<file path="src/verilog/unused_placeholder_none.sv">
// Purpose: None.
// Assumes: None.
// Notes: Intentionally empty.
</file>
<file path="src/verilog/cpu_timing_pkg.sv">
// Purpose: Constants and types for the exception and control timing core.
// Assumes: One 25 MHz clock; responders answer reads and writes in 2 clocks.
// Notes: Totals include every read, prefetch and write of the operation.
package cpu_timing_pkg;

  // ********************************************************
  // Bus and clock
  // ********************************************************
  localparam int CLK_MHZ = 25;
  localparam int BUS_PORT_BITS = 16;
  localparam logic [1:0] BUS_CLOCKS = 2'h2;
  localparam logic [1:0] IACK_CLOCKS = 2'h3;

  // ********************************************************
  // Types
  // ********************************************************
  typedef enum logic [2:0] {
    OP_INTERRUPT = 3'h0,
    OP_FLINE_REG = 3'h1,
    OP_FLINE_MEM = 3'h2,
    OP_BOUNDS_CHECK = 3'h3,
    OP_BUS_ERROR_INSTR = 3'h4,
    OP_RET_BUS_ERROR4 = 3'h5,
    OP_RET_BUS_ERROR6 = 3'h6,
    OP_RET_BUS_ERROR_INSTR = 3'h7
  } op_t;

  typedef enum logic [4:0] {
    ST_IDLE = 5'h01,
    ST_SAVE = 5'h02,
    ST_EA = 5'h04,
    ST_OPER = 5'h08,
    ST_DONE = 5'h10
  } state_t;

  typedef enum logic [1:0] {
    KIND_READ = 2'h0,
    KIND_PREFETCH = 2'h1,
    KIND_WRITE = 2'h2,
    KIND_IACK = 2'h3
  } bus_kind_t;

  // ********************************************************
  // Operation timing: total clocks and read/prefetch/write
  // ********************************************************
  localparam logic [7:0] SAVE_TOTAL = 8'h03;
  localparam logic [4:0] SAVE_PF = 5'h01;
  localparam logic [7:0] INT_TOTAL = 8'h1E;
  localparam logic [4:0] INT_RD = 5'h03;
  localparam logic [4:0] INT_PF = 5'h02;
  localparam logic [4:0] INT_WR = 5'h04;
  localparam logic [7:0] FREG_TOTAL = 8'h1F;
  localparam logic [4:0] FREG_RD = 5'h02;
  localparam logic [4:0] FREG_PF = 5'h03;
  localparam logic [4:0] FREG_WR = 5'h04;
  localparam logic [7:0] FMEM_TOTAL = 8'h1D;
  localparam logic [4:0] FMEM_RD = 5'h02;
  localparam logic [4:0] FMEM_PF = 5'h02;
  localparam logic [4:0] FMEM_WR = 5'h04;
  localparam logic [7:0] CHK_TOTAL = 8'h12;
  localparam logic [4:0] CHK_RD = 5'h01;
  localparam logic [7:0] BUS_ERROR_TOTAL = 8'h39;
  localparam logic [4:0] BUS_ERROR_RD = 5'h02;
  localparam logic [4:0] BUS_ERROR_PF = 5'h02;
  localparam logic [4:0] BUS_ERROR_WR = 5'h0C;
  localparam logic [7:0] RB4_TOTAL = 8'h42;
  localparam logic [4:0] RB4_RD = 5'h0A;
  localparam logic [4:0] RB4_PF = 5'h02;
  localparam logic [4:0] RB4_WR = 5'h04;
  localparam logic [7:0] RB6_TOTAL = 8'h46;
  localparam logic [4:0] RB6_RD = 5'h0C;
  localparam logic [4:0] RB6_PF = 5'h02;
  localparam logic [4:0] RB6_WR = 5'h06;
  localparam logic [7:0] RBI_TOTAL = 8'h32;
  localparam logic [4:0] RBI_RD = 5'h0C;
  localparam logic [4:0] RBI_PF = 5'h0C;
  localparam logic [4:0] RBI_WR = 5'h01;
  localparam logic [7:0] LONG_EXTRA = 8'h02;
  localparam logic [7:0] RERUN_EXTRA = 8'h02;

endpackage

</file>
<file path="src/verilog/bus_cycle_unit.sv">
// Purpose: Run back-to-back external bus cycles for the sequencer.
// Assumes: Responder raises bus_ack in the last clock of a cycle.
// Notes: A cycle never ends before its minimum length.
`timescale 1ns/1ns
`default_nettype none
module bus_cycle_unit
(
  input wire logic mclk,
  input wire logic rst_n,
  input wire logic want,
  input wire logic iack_now,
  input wire logic bus_ack,
  output logic bus_req,
  output logic cycle_done
);
  import cpu_timing_pkg::*;

  logic [1:0] cnt;
  logic [1:0] min_clocks;

  assign min_clocks = iack_now ? IACK_CLOCKS : BUS_CLOCKS;
  assign cycle_done = bus_req && bus_ack && (cnt >= min_clocks);

  // Request stays up across cycles, so no clock is lost between them.
  always_ff @(posedge mclk)
  begin
    if (!rst_n)
      bus_req <= 1'b0;
    else if (!bus_req || cycle_done)
      bus_req <= want;
  end

  // Clocks spent in the current cycle; saturates for slow responders.
  always_ff @(posedge mclk)
  begin
    if (!rst_n)
      cnt <= 2'h1;
    else if (!bus_req || cycle_done)
      cnt <= 2'h1;
    else if (cnt != 2'h3)
      cnt <= cnt + 2'h1;
  end

endmodule
`default_nettype wire

</file>
<file path="src/verilog/exception_sequencer.sv">
// Purpose: Sequence exception and control operations to their clock counts.
// Assumes: Inputs synchronous to mclk; one operation at a time.
// Notes: A slow responder stretches the operation and clears timing_met.
`timescale 1ns/1ns
`default_nettype none
module exception_sequencer
(
  input wire logic mclk,
  input wire logic rst_n,
  input wire logic op_start,
  input wire cpu_timing_pkg::op_t op_code,
  input wire logic long_operand,
  input wire logic fault_on_write,
  input wire logic [5:0] ea_clocks,
  input wire logic bus_ack,
  output logic busy,
  output logic op_done,
  output logic [7:0] op_clocks,
  output logic timing_met,
  output logic bus_req,
  output var cpu_timing_pkg::bus_kind_t bus_kind,
  output logic bus_write,
  output logic save_phase
);
  import cpu_timing_pkg::*;

  // ********************************************************
  // Declarations
  // ********************************************************
  state_t state;
  state_t next_state;
  op_t held_op;
  op_t tbl_op;
  logic held_long;
  logic held_rerun;
  logic [5:0] held_ea;
  logic in_bus;
  logic [7:0] icnt;
  logic [4:0] bleft;
  logic [4:0] bidx;
  logic [4:0] phase_rd;
  logic [4:0] phase_pf;
  logic iack_op;
  logic [7:0] elapsed;
  logic [7:0] nominal;
  logic tbl_save;
  logic [7:0] tbl_total;
  logic [4:0] tbl_rd;
  logic [4:0] tbl_pf;
  logic [4:0] tbl_wr;
  logic [5:0] tbl_bus;
  logic [7:0] ld_icnt;
  logic ld;
  logic ld_ea;
  logic want;
  logic cyc_done;
  logic phase_end;
  logic needs_save;
  bus_kind_t next_kind;
  logic [4:0] sel_rd;
  logic [4:0] sel_pf;
  logic [4:0] sel_idx;
  logic sel_iack;

  // ********************************************************
  // Phase table and bus engine
  // ********************************************************
  assign tbl_op = state[0] ? op_code : held_op;
  assign needs_save = (op_code == OP_BOUNDS_CHECK) ||
                      (op_code == OP_FLINE_MEM);
  assign tbl_save = state[0] && needs_save;

  op_timing u_timing
  (
    .op(tbl_op),
    .save_step(tbl_save),
    .long_operand(state[0] ? long_operand : held_long),
    .write_rerun(state[0] ? fault_on_write : held_rerun),
    .total(tbl_total),
    .reads(tbl_rd),
    .prefetches(tbl_pf),
    .writes(tbl_wr)
  );

  bus_cycle_unit u_bus
  (
    .mclk(mclk),
    .rst_n(rst_n),
    .want(want),
    .iack_now(bus_kind == KIND_IACK),
    .bus_ack(bus_ack),
    .bus_req(bus_req),
    .cycle_done(cyc_done)
  );

  assign tbl_bus = {1'b0, tbl_rd} + {1'b0, tbl_pf} + {1'b0, tbl_wr};
  // The acknowledge cycle is one clock longer than a plain read.
  assign sel_iack = (tbl_op == OP_INTERRUPT) && !tbl_save;
  assign ld_icnt = tbl_total - {1'b0, tbl_bus, 1'b0} -
                   {7'h00, sel_iack};

  // ********************************************************
  // Sequencing
  // ********************************************************
  // A phase ends on its last internal clock or its last bus cycle.
  always_comb
  begin
    phase_end = in_bus ? (cyc_done && bleft == 5'h01) :
                (icnt == 8'h01 && bleft == 5'h00);
    want = in_bus ? (bleft > 5'h01) :
           (!state[0] && icnt == 8'h01 && bleft != 5'h00);
    ld = 1'b0;
    ld_ea = 1'b0;
    next_state = state;
    case (state)
      ST_IDLE:
      begin
        if (op_start)
        begin
          ld = 1'b1;
          next_state = needs_save ? ST_SAVE : ST_OPER;
        end
      end
      ST_SAVE:
      begin
        if (phase_end && held_ea != 6'h00)
        begin
          ld_ea = 1'b1;
          next_state = ST_EA;
        end
        else if (phase_end)
        begin
          ld = 1'b1;
          next_state = ST_OPER;
        end
      end
      ST_EA:
      begin
        if (phase_end)
        begin
          ld = 1'b1;
          next_state = ST_OPER;
        end
      end
      ST_OPER:
      begin
        if (phase_end)
          next_state = ST_DONE;
      end
      ST_DONE:
        next_state = ST_IDLE;
      default:
        next_state = ST_IDLE;
    endcase
  end

  always_ff @(posedge mclk)
  begin
    if (!rst_n)
      state <= ST_IDLE;
    else
      state <= next_state;
  end

  // Operation options are held for the whole operation.
  always_ff @(posedge mclk)
  begin
    if (!rst_n)
    begin
      held_op <= OP_INTERRUPT;
      held_long <= 1'b0;
      held_rerun <= 1'b0;
      held_ea <= 6'h00;
    end
    else if (state[0] && op_start)
    begin
      held_op <= op_code;
      held_long <= long_operand;
      held_rerun <= fault_on_write;
      held_ea <= ea_clocks;
    end
  end

  // Internal clocks come first, then reads, prefetches and writes.
  always_ff @(posedge mclk)
  begin
    if (!rst_n)
    begin
      in_bus <= 1'b0;
      icnt <= 8'h00;
      bleft <= 5'h00;
      bidx <= 5'h00;
      phase_rd <= 5'h00;
      phase_pf <= 5'h00;
      iack_op <= 1'b0;
    end
    else if (ld)
    begin
      in_bus <= 1'b0;
      icnt <= ld_icnt;
      bleft <= tbl_bus[4:0];
      bidx <= 5'h00;
      phase_rd <= tbl_rd;
      phase_pf <= tbl_pf;
      iack_op <= sel_iack;
    end
    else if (ld_ea)
    begin
      in_bus <= 1'b0;
      icnt <= {2'h0, held_ea};
      bleft <= 5'h00;
    end
    else if (!in_bus && icnt != 8'h00)
    begin
      icnt <= icnt - 8'h01;
      in_bus <= (icnt == 8'h01) && (bleft != 5'h00);
    end
    else if (in_bus && cyc_done)
    begin
      bleft <= bleft - 5'h01;
      bidx <= bidx + 5'h01;
      in_bus <= (bleft != 5'h01);
    end
  end

  // ********************************************************
  // Bus cycle kind
  // ********************************************************
  // Kind of the next cycle is prepared before its request rises.
  always_comb
  begin
    sel_rd = ld ? tbl_rd : phase_rd;
    sel_pf = ld ? tbl_pf : phase_pf;
    sel_idx = ld ? 5'h00 : bidx + 5'h01;
    if (sel_idx < sel_rd)
    begin
      if (sel_idx == 5'h00 && (ld ? sel_iack : iack_op))
        next_kind = KIND_IACK;
      else
        next_kind = KIND_READ;
    end
    else if (sel_idx < sel_rd + sel_pf)
      next_kind = KIND_PREFETCH;
    else
      next_kind = KIND_WRITE;
  end

  always_ff @(posedge mclk)
  begin
    if (!rst_n)
    begin
      bus_kind <= KIND_READ;
      bus_write <= 1'b0;
    end
    else if (ld || cyc_done)
    begin
      bus_kind <= next_kind;
      bus_write <= (next_kind == KIND_WRITE);
    end
  end

  // ********************************************************
  // Elapsed clocks and result
  // ********************************************************
  // Nominal sums phase totals; a stall makes elapsed exceed it.
  always_ff @(posedge mclk)
  begin
    if (!rst_n)
    begin
      elapsed <= 8'h00;
      nominal <= 8'h00;
    end
    else if (state[0])
    begin
      elapsed <= 8'h00;
      nominal <= op_start ? tbl_total : 8'h00;
    end
    else if (!state[4])
    begin
      elapsed <= (elapsed == 8'hFF) ? elapsed : elapsed + 8'h01;
      if (ld)
        nominal <= nominal + tbl_total;
      else if (ld_ea)
        nominal <= nominal + {2'h0, held_ea};
    end
  end

  always_ff @(posedge mclk)
  begin
    if (!rst_n)
    begin
      op_done <= 1'b0;
      op_clocks <= 8'h00;
      timing_met <= 1'b0;
    end
    else
    begin
      op_done <= state[3] && phase_end;
      if (state[3] && phase_end)
      begin
        op_clocks <= elapsed + 8'h01;
        timing_met <= (elapsed + 8'h01) == nominal;
      end
    end
  end

  always_ff @(posedge mclk)
  begin
    if (!rst_n)
    begin
      busy <= 1'b0;
      save_phase <= 1'b0;
    end
    else
    begin
      busy <= !next_state[0];
      save_phase <= next_state[1] && (BUS_PORT_BITS == 16);
    end
  end

endmodule
`default_nettype wire

</file>
<file path="src/verilog/op_timing.sv">
// Purpose: Look up total clocks and bus cycle mix for one phase.
// Assumes: Caller latches the result when the phase starts.
// Notes: Purely combinational.
`timescale 1ns/1ns
`default_nettype none
module op_timing
(
  input wire cpu_timing_pkg::op_t op,
  input wire logic save_step,
  input wire logic long_operand,
  input wire logic write_rerun,
  output logic [7:0] total,
  output logic [4:0] reads,
  output logic [4:0] prefetches,
  output logic [4:0] writes
);
  import cpu_timing_pkg::*;

  // Phase table; every total already counts its bus cycles.
  always_comb
  begin
    total = SAVE_TOTAL;
    reads = 5'h00;
    prefetches = SAVE_PF;
    writes = 5'h00;
    if (!save_step)
    begin
      case (op)
        OP_INTERRUPT:
        begin
          total = INT_TOTAL;
          reads = INT_RD;
          prefetches = INT_PF;
          writes = INT_WR;
        end
        OP_FLINE_REG:
        begin
          total = FREG_TOTAL;
          reads = FREG_RD;
          prefetches = FREG_PF;
          writes = FREG_WR;
        end
        OP_FLINE_MEM:
        begin
          total = FMEM_TOTAL;
          reads = FMEM_RD;
          prefetches = FMEM_PF;
          writes = FMEM_WR;
        end
        OP_BOUNDS_CHECK:
        begin
          total = long_operand ? CHK_TOTAL + LONG_EXTRA : CHK_TOTAL;
          reads = long_operand ? CHK_RD + 5'h01 : CHK_RD;
          prefetches = 5'h00;
          writes = 5'h00;
        end
        OP_BUS_ERROR_INSTR:
        begin
          total = BUS_ERROR_TOTAL;
          reads = BUS_ERROR_RD;
          prefetches = BUS_ERROR_PF;
          writes = BUS_ERROR_WR;
        end
        OP_RET_BUS_ERROR4:
        begin
          total = RB4_TOTAL;
          reads = RB4_RD;
          prefetches = RB4_PF;
          writes = RB4_WR;
        end
        OP_RET_BUS_ERROR6:
        begin
          total = RB6_TOTAL;
          reads = RB6_RD;
          prefetches = RB6_PF;
          writes = RB6_WR;
        end
        default:
        begin
          total = write_rerun ? RBI_TOTAL + RERUN_EXTRA : RBI_TOTAL;
          reads = RBI_RD;
          prefetches = RBI_PF;
          writes = write_rerun ? RBI_WR : 5'h00;
        end
      endcase
    end
  end

endmodule
`default_nettype wire

</file>
<file path="config.mk">
export PLATFORM = sky130hd
export DESIGN_NAME = exception_sequencer
export DESIGN_NICKNAME = d
export VERILOG_FILES = /design/src/verilog/unused_placeholder_none.sv /design/src/verilog/cpu_timing_pkg.sv /design/src/verilog/bus_cycle_unit.sv /design/src/verilog/exception_sequencer.sv /design/src/verilog/op_timing.sv
export SDC_FILE = /design/constraint.sdc
export NUM_CORES = 1
export LEC_CHECK = 0
export BUFFER_PORTS_ARGS = -buffer_cell sky130_fd_sc_hd__buf_2
export CAP_MARGIN = 20
export CELL_PAD_IN_SITES_DETAIL_PLACEMENT = 2
export CELL_PAD_IN_SITES_GLOBAL_PLACEMENT = 2
export CORE_AREA = 8 8 126 128
export CTS_CLUSTER_DIAMETER = 80
export CTS_CLUSTER_SIZE = 25
export DETAILED_ROUTE_END_ITERATION = 16
export DIE_AREA = 0 0 134 136
export PLACE_DENSITY_LB_ADDON = 0.1
export SLEW_MARGIN = 25
export SYNTH_ARGS = -nofsm -noshare
export SYNTH_HDL_FRONTEND = slang
export SYNTH_SLANG_ARGS = --single-unit
</file>
<file path="constraint.sdc">
create_clock -name mclk -period 10.2 [get_ports mclk]
set_clock_uncertainty 0.05 [all_clocks]
set_input_delay 1.02 -clock mclk [delete_from_list [all_inputs] [get_ports mclk]]
set_output_delay 1.02 -clock mclk [all_outputs]
set_load 0.01 [all_outputs]
</file>
* Word-level counts from Yosys, hierarchy flattened
Cells that the tools add are included.
** Word-level totals
- Bits in registers :: 80
- Bits of input ports :: 15
- Output and inout bits :: 16
** Cells by class
- Add/subtract/negate cells :: 12
- $lt $le $gt $ge :: 4
- Equality and inequality tests :: 24
- Muxes and demuxes :: 51
- Bitwise logic cells :: 5
- Reductions and logical operators :: 45
** Operators with widths (count)
- $mux W8 :: 9
- $mux W5 :: 14
- $pmux W5 S4 :: 3
- $pmux W8 S7 :: 1
- $logic_and A1 B1 Y1 :: 15
- $mux W1 :: 14
- $eq A3 B2 Y1 const B :: 4
- $pmux W4 S3 :: 1
- $eq A5 B1 Y1 const B :: 2
- $logic_not A5 Y1 :: 2
- $lt A5 B5 Y1 :: 2
- $eq A3 B3 Y1 const B :: 3
- $mux W3 :: 3
- $reduce_bool A3 Y1 :: 3
- $add A8 B1 Y8 const B :: 1
- $add A8 B6 Y8 :: 1
- $add A8 B8 Y8 :: 1
- $eq A8 B1 Y1 const B :: 1
- $eq A8 B8 Y1 :: 1
- $eq A8 B8 Y1 const B :: 1
- $mux W2 :: 4
- $ne A2 B2 Y1 const B :: 4
- $reduce_and A2 Y1 :: 4
- $reduce_bool A8 Y1 :: 1
- 32 further kinds :: 46

* Logic depth before layout (Yosys ltp)
Gate-level depths: netlist of the first run.
- Depth after elaboration :: 15
- Mapped depth :: 22
- Depth with buffers taken out :: 20

* Cells and area by module
Synthesis of the first run repeated with hierarchy kept, for this count alone.
** Second synthesis, totals
- Cells, all modules :: 704
- Area total of the unflattened synthesis :: 5665.4 µm²
** By module, submodules not included
- exception_sequencer :: instances 1, cells an instance 641, area an instance 5161.2 µm², seq. area each 1521.5 µm²
- op_timing :: instances 1, cells an instance 48, area an instance 329.1 µm², seq. area each 0.0 µm²
- bus_cycle_unit :: instances 1, cells an instance 15, area an instance 175.2 µm², seq. area each 60.1 µm²

* Worst setup path after synthesis of the first run
Ideal clock, no wire load.
- Kind :: input-to-reg
- Start point :: input op_code[0]
- End point :: register icnt[7]
- Arrival :: 4.644 ns
- Data required time :: 10.092 ns
- Path slack :: 5.448 ns
- Stages on the path :: 18
- Buffers on the path :: 0
- Cell sequence :: mux2i_1 > o21ai_0 > fa_1 > inv_1 > ha_1 > inv_1 > fa_1 > inv_1 > ha_1 > inv_1 > ha_1 > nand2_1 > o21ai_0 > a41oi_1 > a211oi_1 > or3_1 > a21oi_1 > o221a_2
** Between the ends
- Word-level cells in the longest chain between the ends :: 10
- Elaborated cells between the ends (all ways) :: 30
- Those cells by class :: add/sub: 4; eq/ne: 8; mux: 10; reduce/logical: 8
** RTL lines
- from (decl) :: line exception_sequencer.sv:11 : input wire cpu_timing_pkg::op_t op_code,
- $mux W3 :: line exception_sequencer.sv:68 : assign tbl_op = state[0] ? op_code : held_op;
- $eq A3 B2 Y1 (tied with other cells) :: line op_timing.sv:28 : case (op)
- $reduce_or A5 Y1 (no line) / $reduce_or A3 Y1 (equally long branches)
- $pmux W4 S3 / $pmux W5 S4 (equally long branches) :: line op_timing.sv:28
- $mux W5 :: line op_timing.sv:26 : if (!save_step)
- $add A5 B5 Y6 :: line exception_sequencer.sv:96 : assign tbl_bus = {1'b0, tbl_rd} + {1'b0, tbl_pf} + {1'b0, tbl_wr};
- $add A6 B5 Y6 :: line exception_sequencer.sv:96
- $sub A8 B7 Y8 :: line exception_sequencer.sv:99 : assign ld_icnt = tbl_total - {1'b0, tbl_bus, 1'b0} -
- $sub A8 B1 Y8 (*) :: line exception_sequencer.sv:99
- $mux W8 (*) :: line exception_sequencer.sv:197 : else if (ld)
- to (signal assigned) :: line exception_sequencer.sv:200 : icnt <= ld_icnt;
- to (signal assigned) :: line exception_sequencer.sv:210 : icnt <= {2'h0, held_ea};
- to (signal assigned) :: line exception_sequencer.sv:215 : icnt <= icnt - 8'h01;
- to (decl) :: line exception_sequencer.sv:38 : logic [7:0] icnt;
Mark *: on every way between the ends. The rest lies on a longest branch, timed or not.
A chain may end at the register's enable or synchronous reset.

* Worst setup path in the final report of the first run
- Start point :: register state[0]
- End point :: register bus_kind[0]
** Between the ends
- Word-level cells in the longest chain between the ends :: 10
- Elaborated cells between the ends (all ways) :: 36
- Those cells by class :: add/sub: 1; order compare: 2; eq/ne: 9; mux: 15; reduce/logical: 9
** RTL lines
- from (decl) :: line exception_sequencer.sv:30 : state_t state;
- from (signal assigned) :: line exception_sequencer.sv:162 : state <= next_state;
- $mux W3 :: line exception_sequencer.sv:68
- $eq A3 B2 Y1 (tied with other cells) :: line op_timing.sv:28
- $reduce_or A5 Y1 (no line)
- $pmux W4 S3 :: line op_timing.sv:28
- $mux W5 :: line op_timing.sv:26
- $mux W5 (*)
- net sel_pf[0] :: line exception_sequencer.sv:61 : logic [4:0] sel_pf;
- $add A5 B5 Y5 (*) :: line exception_sequencer.sv:242 : else if (sel_idx < sel_rd + sel_pf)
- $lt A5 B5 Y1 (*) :: line exception_sequencer.sv:242
- $mux W2 (*) :: line exception_sequencer.sv:242
- $mux W2 (*) :: line exception_sequencer.sv:235 : if (sel_idx < sel_rd)
- to (signal assigned) :: line exception_sequencer.sv:257 : bus_kind <= next_kind;
- to (decl) :: line exception_sequencer.sv:21 : output var cpu_timing_pkg::bus_kind_t bus_kind,
The timed path passes the listed nets; every way through them passes the cells marked *.

==> impl_metrics.tcl, run 1 <==
set metrics [dict create \
    cts_max_level 3 \
    nFillCells 1638 \
    synth_cells 669 \
    async_flop_share_pct 0 \
    core_area_mm2 0.0140 \
    first_iter_violations 113 \
    max_freq_mhz 179 \
    initial_utilization_pct 38.5 \
    die_y_um 136 \
    cts-buffers-inserted 9 \
    min_to "held_rerun" \
    ys_ff_latch 79 \
    final_nets 750 \
    final.min_clock_period_ps 5570 \
    holdPathStages 2 \
    period_share_pct 54.7 \
    post_cts_buffers 0 \
    cts_root_buf "clkbuf_16" \
    n_antenna_cell 0 \
    crit_arrival_ps 5760 \
    grt-ovfl-total 0 \
    synth_top_family_by_area "simple AND/OR/NAND/NOR gates" \
    hpwl_mm 13.1 \
    power_leakage_nw 2.83 \
    drive_gt1_share_pct 9.58 \
    fin_area_mm2 0.00603 \
    synth_xor_area_share_pct 8.27 \
    clock-sinks 79 \
    clock_latency_ps 350 \
    synth_edf_count 0 \
    holdCritPathClass "register to register" \
    synth.mux.area_fraction_pct 2.29 \
    pwr-share-clk_pct 26.1 \
    yosys-top-cells-area "dfxtp_1 29%, ha_1 9.7%, nor2_1 5.3%, nand2_1 5.1%, a21oi_1 4.3%" \
    synth_simple_gate_area_share_pct 21.4 \
    placement.io_buffers 30 \
    maxCapViolations 0 \
    synthFlopType "dfxtp_1" \
    area_delta_synth_final_pct 11.6 \
    cts_tree "yes" \
    drt_wl_total_mm 17.5 \
    hold_viol 0 \
    avgSynthCellArea_um2 8.08 \
    rr_endpoint "bus_kind[0]" \
    setup_tns_ps 0 \
    first_pass_iters 4 \
    drc 0 \
    combPwrFrac_pct 46.5 \
    path_clk_slew_ps 60 \
    power.density_mw_per_mm2 234 \
    grt_pass1_wl_mm 29.3 \
    ys_seq_area_share_pct 29.3 \
    yosys_warnings 0 \
    worstPathMaxFanout 20 \
    syn_nets 734 \
    grt_max_degree 69 \
    ff2ff_path_depth 18 \
    rows 44 \
    die_area_mm2 0.0182 \
    cp-start-kind "register" \
    avgViaCountPerCell 5.60 \
    max-clock-path-buffers 2 \
    grt_pass1_vias 5628 \
    die_x_um 134 \
    path_class "register to register" \
    cts_resized 0 \
    synthDistinctLibCells 63 \
    antenna_found_initial 0 \
    p_int_uw 839 \
    grt_usage_pct 20.2 \
    cp.required_ps 10380 \
    routedWlPerCell_um 20.1 \
    placed_area_mm2 0.00570 \
    swShare_pct 40.6 \
    tightest_slew_ps 782 \
    synth_top_area_cell "dfxtp_1" \
    rsz0062_at_grt "false" \
    setup_viol_count_final 0 \
    r2r-start "state[0]" \
    routabilityCongestion 0.814 \
    hp-start "held_rerun" \
    synth_compound_area_share_pct 20.8 \
    status "complete, no violations" \
    netlist_area_mm2 0.00540 \
    cp-end-kind "register" \
    ir_drop_v 0.0000743 \
    ioPinCount 31 \
    synth_top_area_share_pct 29.3 \
    p_switching_uw 573 \
    cts_hold_buf 0 \
    antenna_left 0 \
    slew_headroom_pct 47.6 \
    p_seq_share_pct 27.4 \
    slew_violations 0 \
    num_vias 4891 \
    reg2reg_slack_ps 4630 \
    synth_fa_ha_area_share_pct 12.7 \
]
[cells by family after synthesis]
kind of cell | Yosys count
simple gates | 241
compound gates | 164
flops | 79
buf+inv | 72
xor+xnor | 51
fa+ha+maj | 50
mux | 12
[flip-flops by register name, summed over array words and instances (netlist names), 2 cells and up]
register,cells
held_op,3
held_ea,6
bus_kind,2
icnt,8
state,5
nominal,8
elapsed,8
bleft,5
op_clocks,8
phase_pf,5
phase_rd,5
bidx,5
u_bus.cnt,2
[per-layer routing]
layer	routed length, µm	share of wire [%]	vias up	global-route usage [%]
met4	512	2.9	0	8.92
met2	8870	51	59	36.8
met3	364	2.1	34	2.62
li1	-	-	2358	-
met1	7790	44	2440	23.2
met5	0	0	-	0
[synthesized netlist by cell type (4+ instances only)]
master    number
a211oi_1       4
a21boi_0      14
a21o_1        11
a21oi_1       46
a31oi_1        7
and2_1        12
and3_1        12
clkbuf_1      26
dfxtp_1       79
fa_1           8
ha_1          42
inv_1         41
mux2i_1        9
nand2_1       74
nand2b_1       7
nand3_1       14
nor2_1        77
nor2b_1       11
nor3_1        10
o211a_1       13
o211ai_1       5
o21ai_0       23
o21bai_1       5
o221a_2        4
o22ai_1        6
xnor2_1       26
xor2_1        25
[critical path, cell delays in order, from the launching register on]
cell and delay, ps:
dfxtp_1 660, buf_4 340, and2_0 670, nand2_1 430, nand2_1 640, nor2_1 80, nor2_1 190, ha_1 200
inv_1 60, fa_1 410, o21bai_1 230, a21oi_1 140, xnor2_1 140, ha_1 300, nand4_1 140, o21ai_0 190
a21oi_1 90, and4bb_1 240, a311o_1 260
[cell type report]
type / instances / area, µm² / area share (%)
well taps: 184 / 230 / 3.82
flip-flops and latches: 79 / 1580 / 26.2
clock buffers: 12 / 267 / 4.42
clock inverters: 3 / 65.1 / 1.08
multi-input cells: 518 / 3540 / 58.7
repair buffers: 35 / 188 / 3.11
inverters: 42 / 158 / 2.61
[per-stage QoR]
step	util, %	cells	hold WS [ps]	total power [mW]	setup slack [ps]
floorplan	-	669	393	0.864	5450
global placement	40.6	858	405	1.00	4840
detailed placement	40.6	858	417	1.04	4620
CTS	43.0	873	426	1.43	4610
global route	43.0	873	460	1.52	4260
finish	43.0	873	428	1.41	4630
[how the worst max path moves through the flow]
stage | to | from | cells after the start | slack [ps]
finish | bus_kind[0] | state[0] | 18 | 4630
global route | bus_kind[0] | state[0] | 18 | 4260
CTS | bus_kind[0] | state[0] | 18 | 4610
detailed placement | bus_kind[0] | op_start | 18 | 4620
global placement | bus_kind[1] | op_start | 18 | 4840
floorplan | icnt[7] | op_code[0] | 18 | 5450
[power by group through the flow]
stage	Sequential, mW	Combinational (mW)	Clock [mW]
floorplan	0.378	0.485	0
global placement	0.390	0.611	0
detailed placement	0.394	0.648	0
CTS	0.387	0.663	0.376
global route	0.393	0.737	0.386
finish	0.387	0.657	0.368
[placed cells by master, fill, tap and decap left out, types with 6 or more instances in the layout]
| cell type | count |
|---|---|
| nand2_1 | 74 |
| and3_1 | 12 |
| clkbuf_16 | 9 |
| fa_1 | 8 |
| a31oi_1 | 7 |
| xor2_1 | 25 |
| a21boi_0 | 14 |
| dfxtp_1 | 79 |
| nor3_1 | 10 |
| nand2b_1 | 7 |
| a21oi_1 | 46 |
| nor2_1 | 77 |
| xnor2_1 | 26 |
| and2_1 | 12 |
| buf_2 | 30 |
| inv_1 | 41 |
| mux2i_1 | 9 |
| o21ai_0 | 23 |
| o211a_1 | 13 |
| o22ai_1 | 6 |
| ha_1 | 42 |
| nor2b_1 | 11 |
| a21o_1 | 11 |
| nand3_1 | 14 |
Power figures use the tool's default switching activity.
==> run 2: changes to the inputs <==
--- a/config.mk
+++ b/config.mk
@@ -5,15 +5,16 @@
 export SDC_FILE = /design/constraint.sdc
 export NUM_CORES = 1
 export LEC_CHECK = 0
+export ABC_AREA = 1
 export BUFFER_PORTS_ARGS = -buffer_cell sky130_fd_sc_hd__buf_2
 export CAP_MARGIN = 20
 export CELL_PAD_IN_SITES_DETAIL_PLACEMENT = 2
 export CELL_PAD_IN_SITES_GLOBAL_PLACEMENT = 2
-export CORE_AREA = 8 8 126 128
+export CORE_AREA = 8 8 139 141
 export CTS_CLUSTER_DIAMETER = 80
 export CTS_CLUSTER_SIZE = 25
 export DETAILED_ROUTE_END_ITERATION = 16
-export DIE_AREA = 0 0 134 136
+export DIE_AREA = 0 0 147 149
 export PLACE_DENSITY_LB_ADDON = 0.1
 export SLEW_MARGIN = 25
 export SYNTH_ARGS = -nofsm -noshare
==> constraint.sdc (replaced) <==
create_clock -name mclk -period 4.6 [get_ports mclk]
set_clock_uncertainty 0.05 [all_clocks]
set_input_delay 0.46 -clock mclk [delete_from_list [all_inputs] [get_ports mclk]]
set_output_delay 0.46 -clock mclk [all_outputs]
set_load 0.01 [all_outputs]
==> run 2 against run 1 <==
Design area grew 1.3%. Sequential share of layout area shrank 0.33 points. Global-route usage shrank 3.1 points. Critical path depth grew 7. Flip-flop and latch count is the same. Synthesized cell count grew 14%. Final cell count grew 18%. Non-clock buffer count grew 2. Via count grew 6.3%. Register-to-register slack lost 4200 ps. Sequential power grew 110%. Largest power group unchanged. Highest routed layer unchanged.
==> impl_metrics.tcl, run 2 <==
set metrics [dict create \
    status "complete, no violations" \
    setup_tns_ps 0 \
    period_share_pct 91.3 \
    power.density_mw_per_mm2 486 \
    cts_hold_buf 0 \
    setup_viol_count_final 0 \
    regArea_mm2 0.00158 \
    avgSynthCellArea_um2 7.04 \
    n_antenna_cell 0 \
    die_x_um 147 \
    cp-start-kind "register" \
    hp-start "ea_clocks[3]" \
    power_leakage_nw 2.88 \
    antenna_found_initial 0 \
    path_clk_slew_ps 70 \
    max-clock-path-buffers 2 \
    rows 48 \
    die_area_mm2 0.0219 \
    utilization_pct 35.8 \
    ioPinCount 31 \
    cts-buffers-inserted 9 \
    grt_pass1_wl_mm 30.3 \
    syn_nets 831 \
    routedWlPerCell_um 17.5 \
    hold_viol 0 \
    synth_edf_count 0 \
    grt_usage_pct 17.1 \
    crit_start "state[0]" \
    first_pass_iters 4 \
    final_nets 863 \
    initial_utilization_pct 31.6 \
    cp.required_ps 4800 \
    nFillCells 2056 \
    avgViaCountPerCell 5.06 \
    path_class "register to register" \
    ff2ff_path_depth 25 \
    maxCapViolations 0 \
    netlist_area_mm2 0.00539 \
    grt_max_degree 42 \
    core_area_mm2 0.0171 \
    rsz0062_at_grt "false" \
    synth_common_cells "128 x inv_1, 126 x nand2_1, 79 x dfxtp_1" \
    tightest_slew_ps 833 \
    grt-ovfl-total 0 \
    worstPathMaxFanout 12 \
    routabilityCongestion 0.853 \
    die_y_um 149 \
    holdCritPathClass "input port to register" \
    drive_gt1_share_pct 12.2 \
    synthFlopType "dfxtp_1" \
    synth_cells 766 \
    yosys-top-cells-area "dfxtp_1 29%, ha_1 9.7%, inv_1 8.9%, nand2_1 8.8%, o21ai_0 6.6%" \
    hpwl_mm 14.4 \
    reg2reg_slack_ps 400 \
    crit_arrival_ps 4400 \
    mostFrequentLayoutCell "inv_1" \
    synth_top_area_cell "dfxtp_1" \
    synthDistinctLibCells 48 \
    slew_violations 0 \
    yosysMostFrequentCell "inv_1" \
    cts_max_level 3 \
    placement.io_buffers 30 \
    ys_ff_latch 79 \
    yosys_warnings 0 \
    grt_pass1_vias 5868 \
    cts_root_buf "clkbuf_16" \
    total_power_mw 2.97 \
    rr_endpoint "icnt[5]" \
    min_to "held_ea[3]" \
    antenna_left 0 \
    synth_top_area_share_pct 29.3 \
    final.min_clock_period_ps 4200 \
    r2r-start "state[0]" \
    drt_wl_total_mm 18.0 \
    area_delta_synth_final_pct 13.3 \
    first_iter_violations 144 \
    multi_input_area_mm2 0.00320 \
    async_flop_share_pct 0 \
    max_freq_mhz 238 \
    num_vias 5199 \
    clock-sinks 79 \
    ir_drop_v 0.000218 \
    ys_seq_area_share_pct 29.3 \
    slew_headroom_pct 44.3 \
    placed_area_mm2 0.00579 \
    clock_latency_ps 350 \
    cp-end-kind "register" \
    layout_common_cells "128 x inv_1, 126 x nand2_1, 78 x dfxtp_1" \
    fin_area_mm2 0.00611 \
    holdPathStages 3 \
    drc 0 \
    cts_tree "yes" \
]
## run 2: worst max path at each step
stage	to
after global routing	icnt[6]
after global placement	icnt[6]
after CTS	icnt[6]
after detailed placement	icnt[6]
final	icnt[5]
after floorplan	icnt[6]
## run 2: cell type report
cell class                      count  area share (%)
Clock buffer                        9            3.69
Clock inverter                      7            1.37
Timing Repair Buffer               37            3.52
Inverter                          137            8.54
Multi-Input combinational cell    534            52.4
Tap cell                          225            4.61
Sequential cell                    79            25.9
## run 2: kinds of logic after synthesis
| group | Yosys count | synth area share, % |
|---|---|---|
| and+or+nand+nor | 276 | 23.3 |
| adders and majority gates | 50 | 12.7 |
| buffers and inverters | 153 | 11.4 |
| AOI/OAI and AO/OA | 184 | 19.3 |
| xor gates and xnor gates | 24 | 3.90 |
| DFF | 79 | 29.3 |
## run 2: power breakdown
part | total, mW | switching, mW | internal, mW
Clock | 0.772 | 0.339 | 0.433
Sequential | 0.827 | 0.0631 | 0.764
Combinational | 1.37 | 0.869 | 0.500
## run 2: repair_timing
| action | 4_1_cts | 5_1_grt |
|---|---|---|
| hold endpoints to repair | 0 | 0 |
| endpoints found under the setup margin | 0 | 3 |
| buffers inserted | 0 | 0 |
| resized for setup | 0 | 4 |
## run 2: per-stage QoR
stage	std cells	setup WS, ps	hold slack (ps)
3_3_place_gp	1012	362	390
6_report	1028	402	330
2_1_floorplan	766	783	378
4_1_cts	1028	166	322
5_1_grt	1028	2.26	366
3_5_place_dp	1012	201	408
## run 2: critical path, stage by stage, from the launching register on
cell and delay (ps):
dfxtp_2 360, buf_12 150, nand2_1 110, o21ai_2 110, nand2_2 120, inv_2 70, nor2_1 160, inv_1 120
fa_1 450, inv_1 70, ha_1 160, inv_1 60, fa_1 400, xnor2_1 170, ha_1 300, inv_1 50
ha_1 330, inv_1 120, o21ai_0 100, a31oi_1 150, nand2_1 110, xor2_1 150, nand2_1 60, nand3_1 60
nand2_1 60, inv_1 30
## run 2: layer usage
layer	vias up	part of all wire, %	global-route usage, %
li1	2561	-	-
met1	2571	44	19.9
met2	50	52	31.9
met3	17	2.9	2.18
met4	0	1.6	5.61
met5	-	0	0
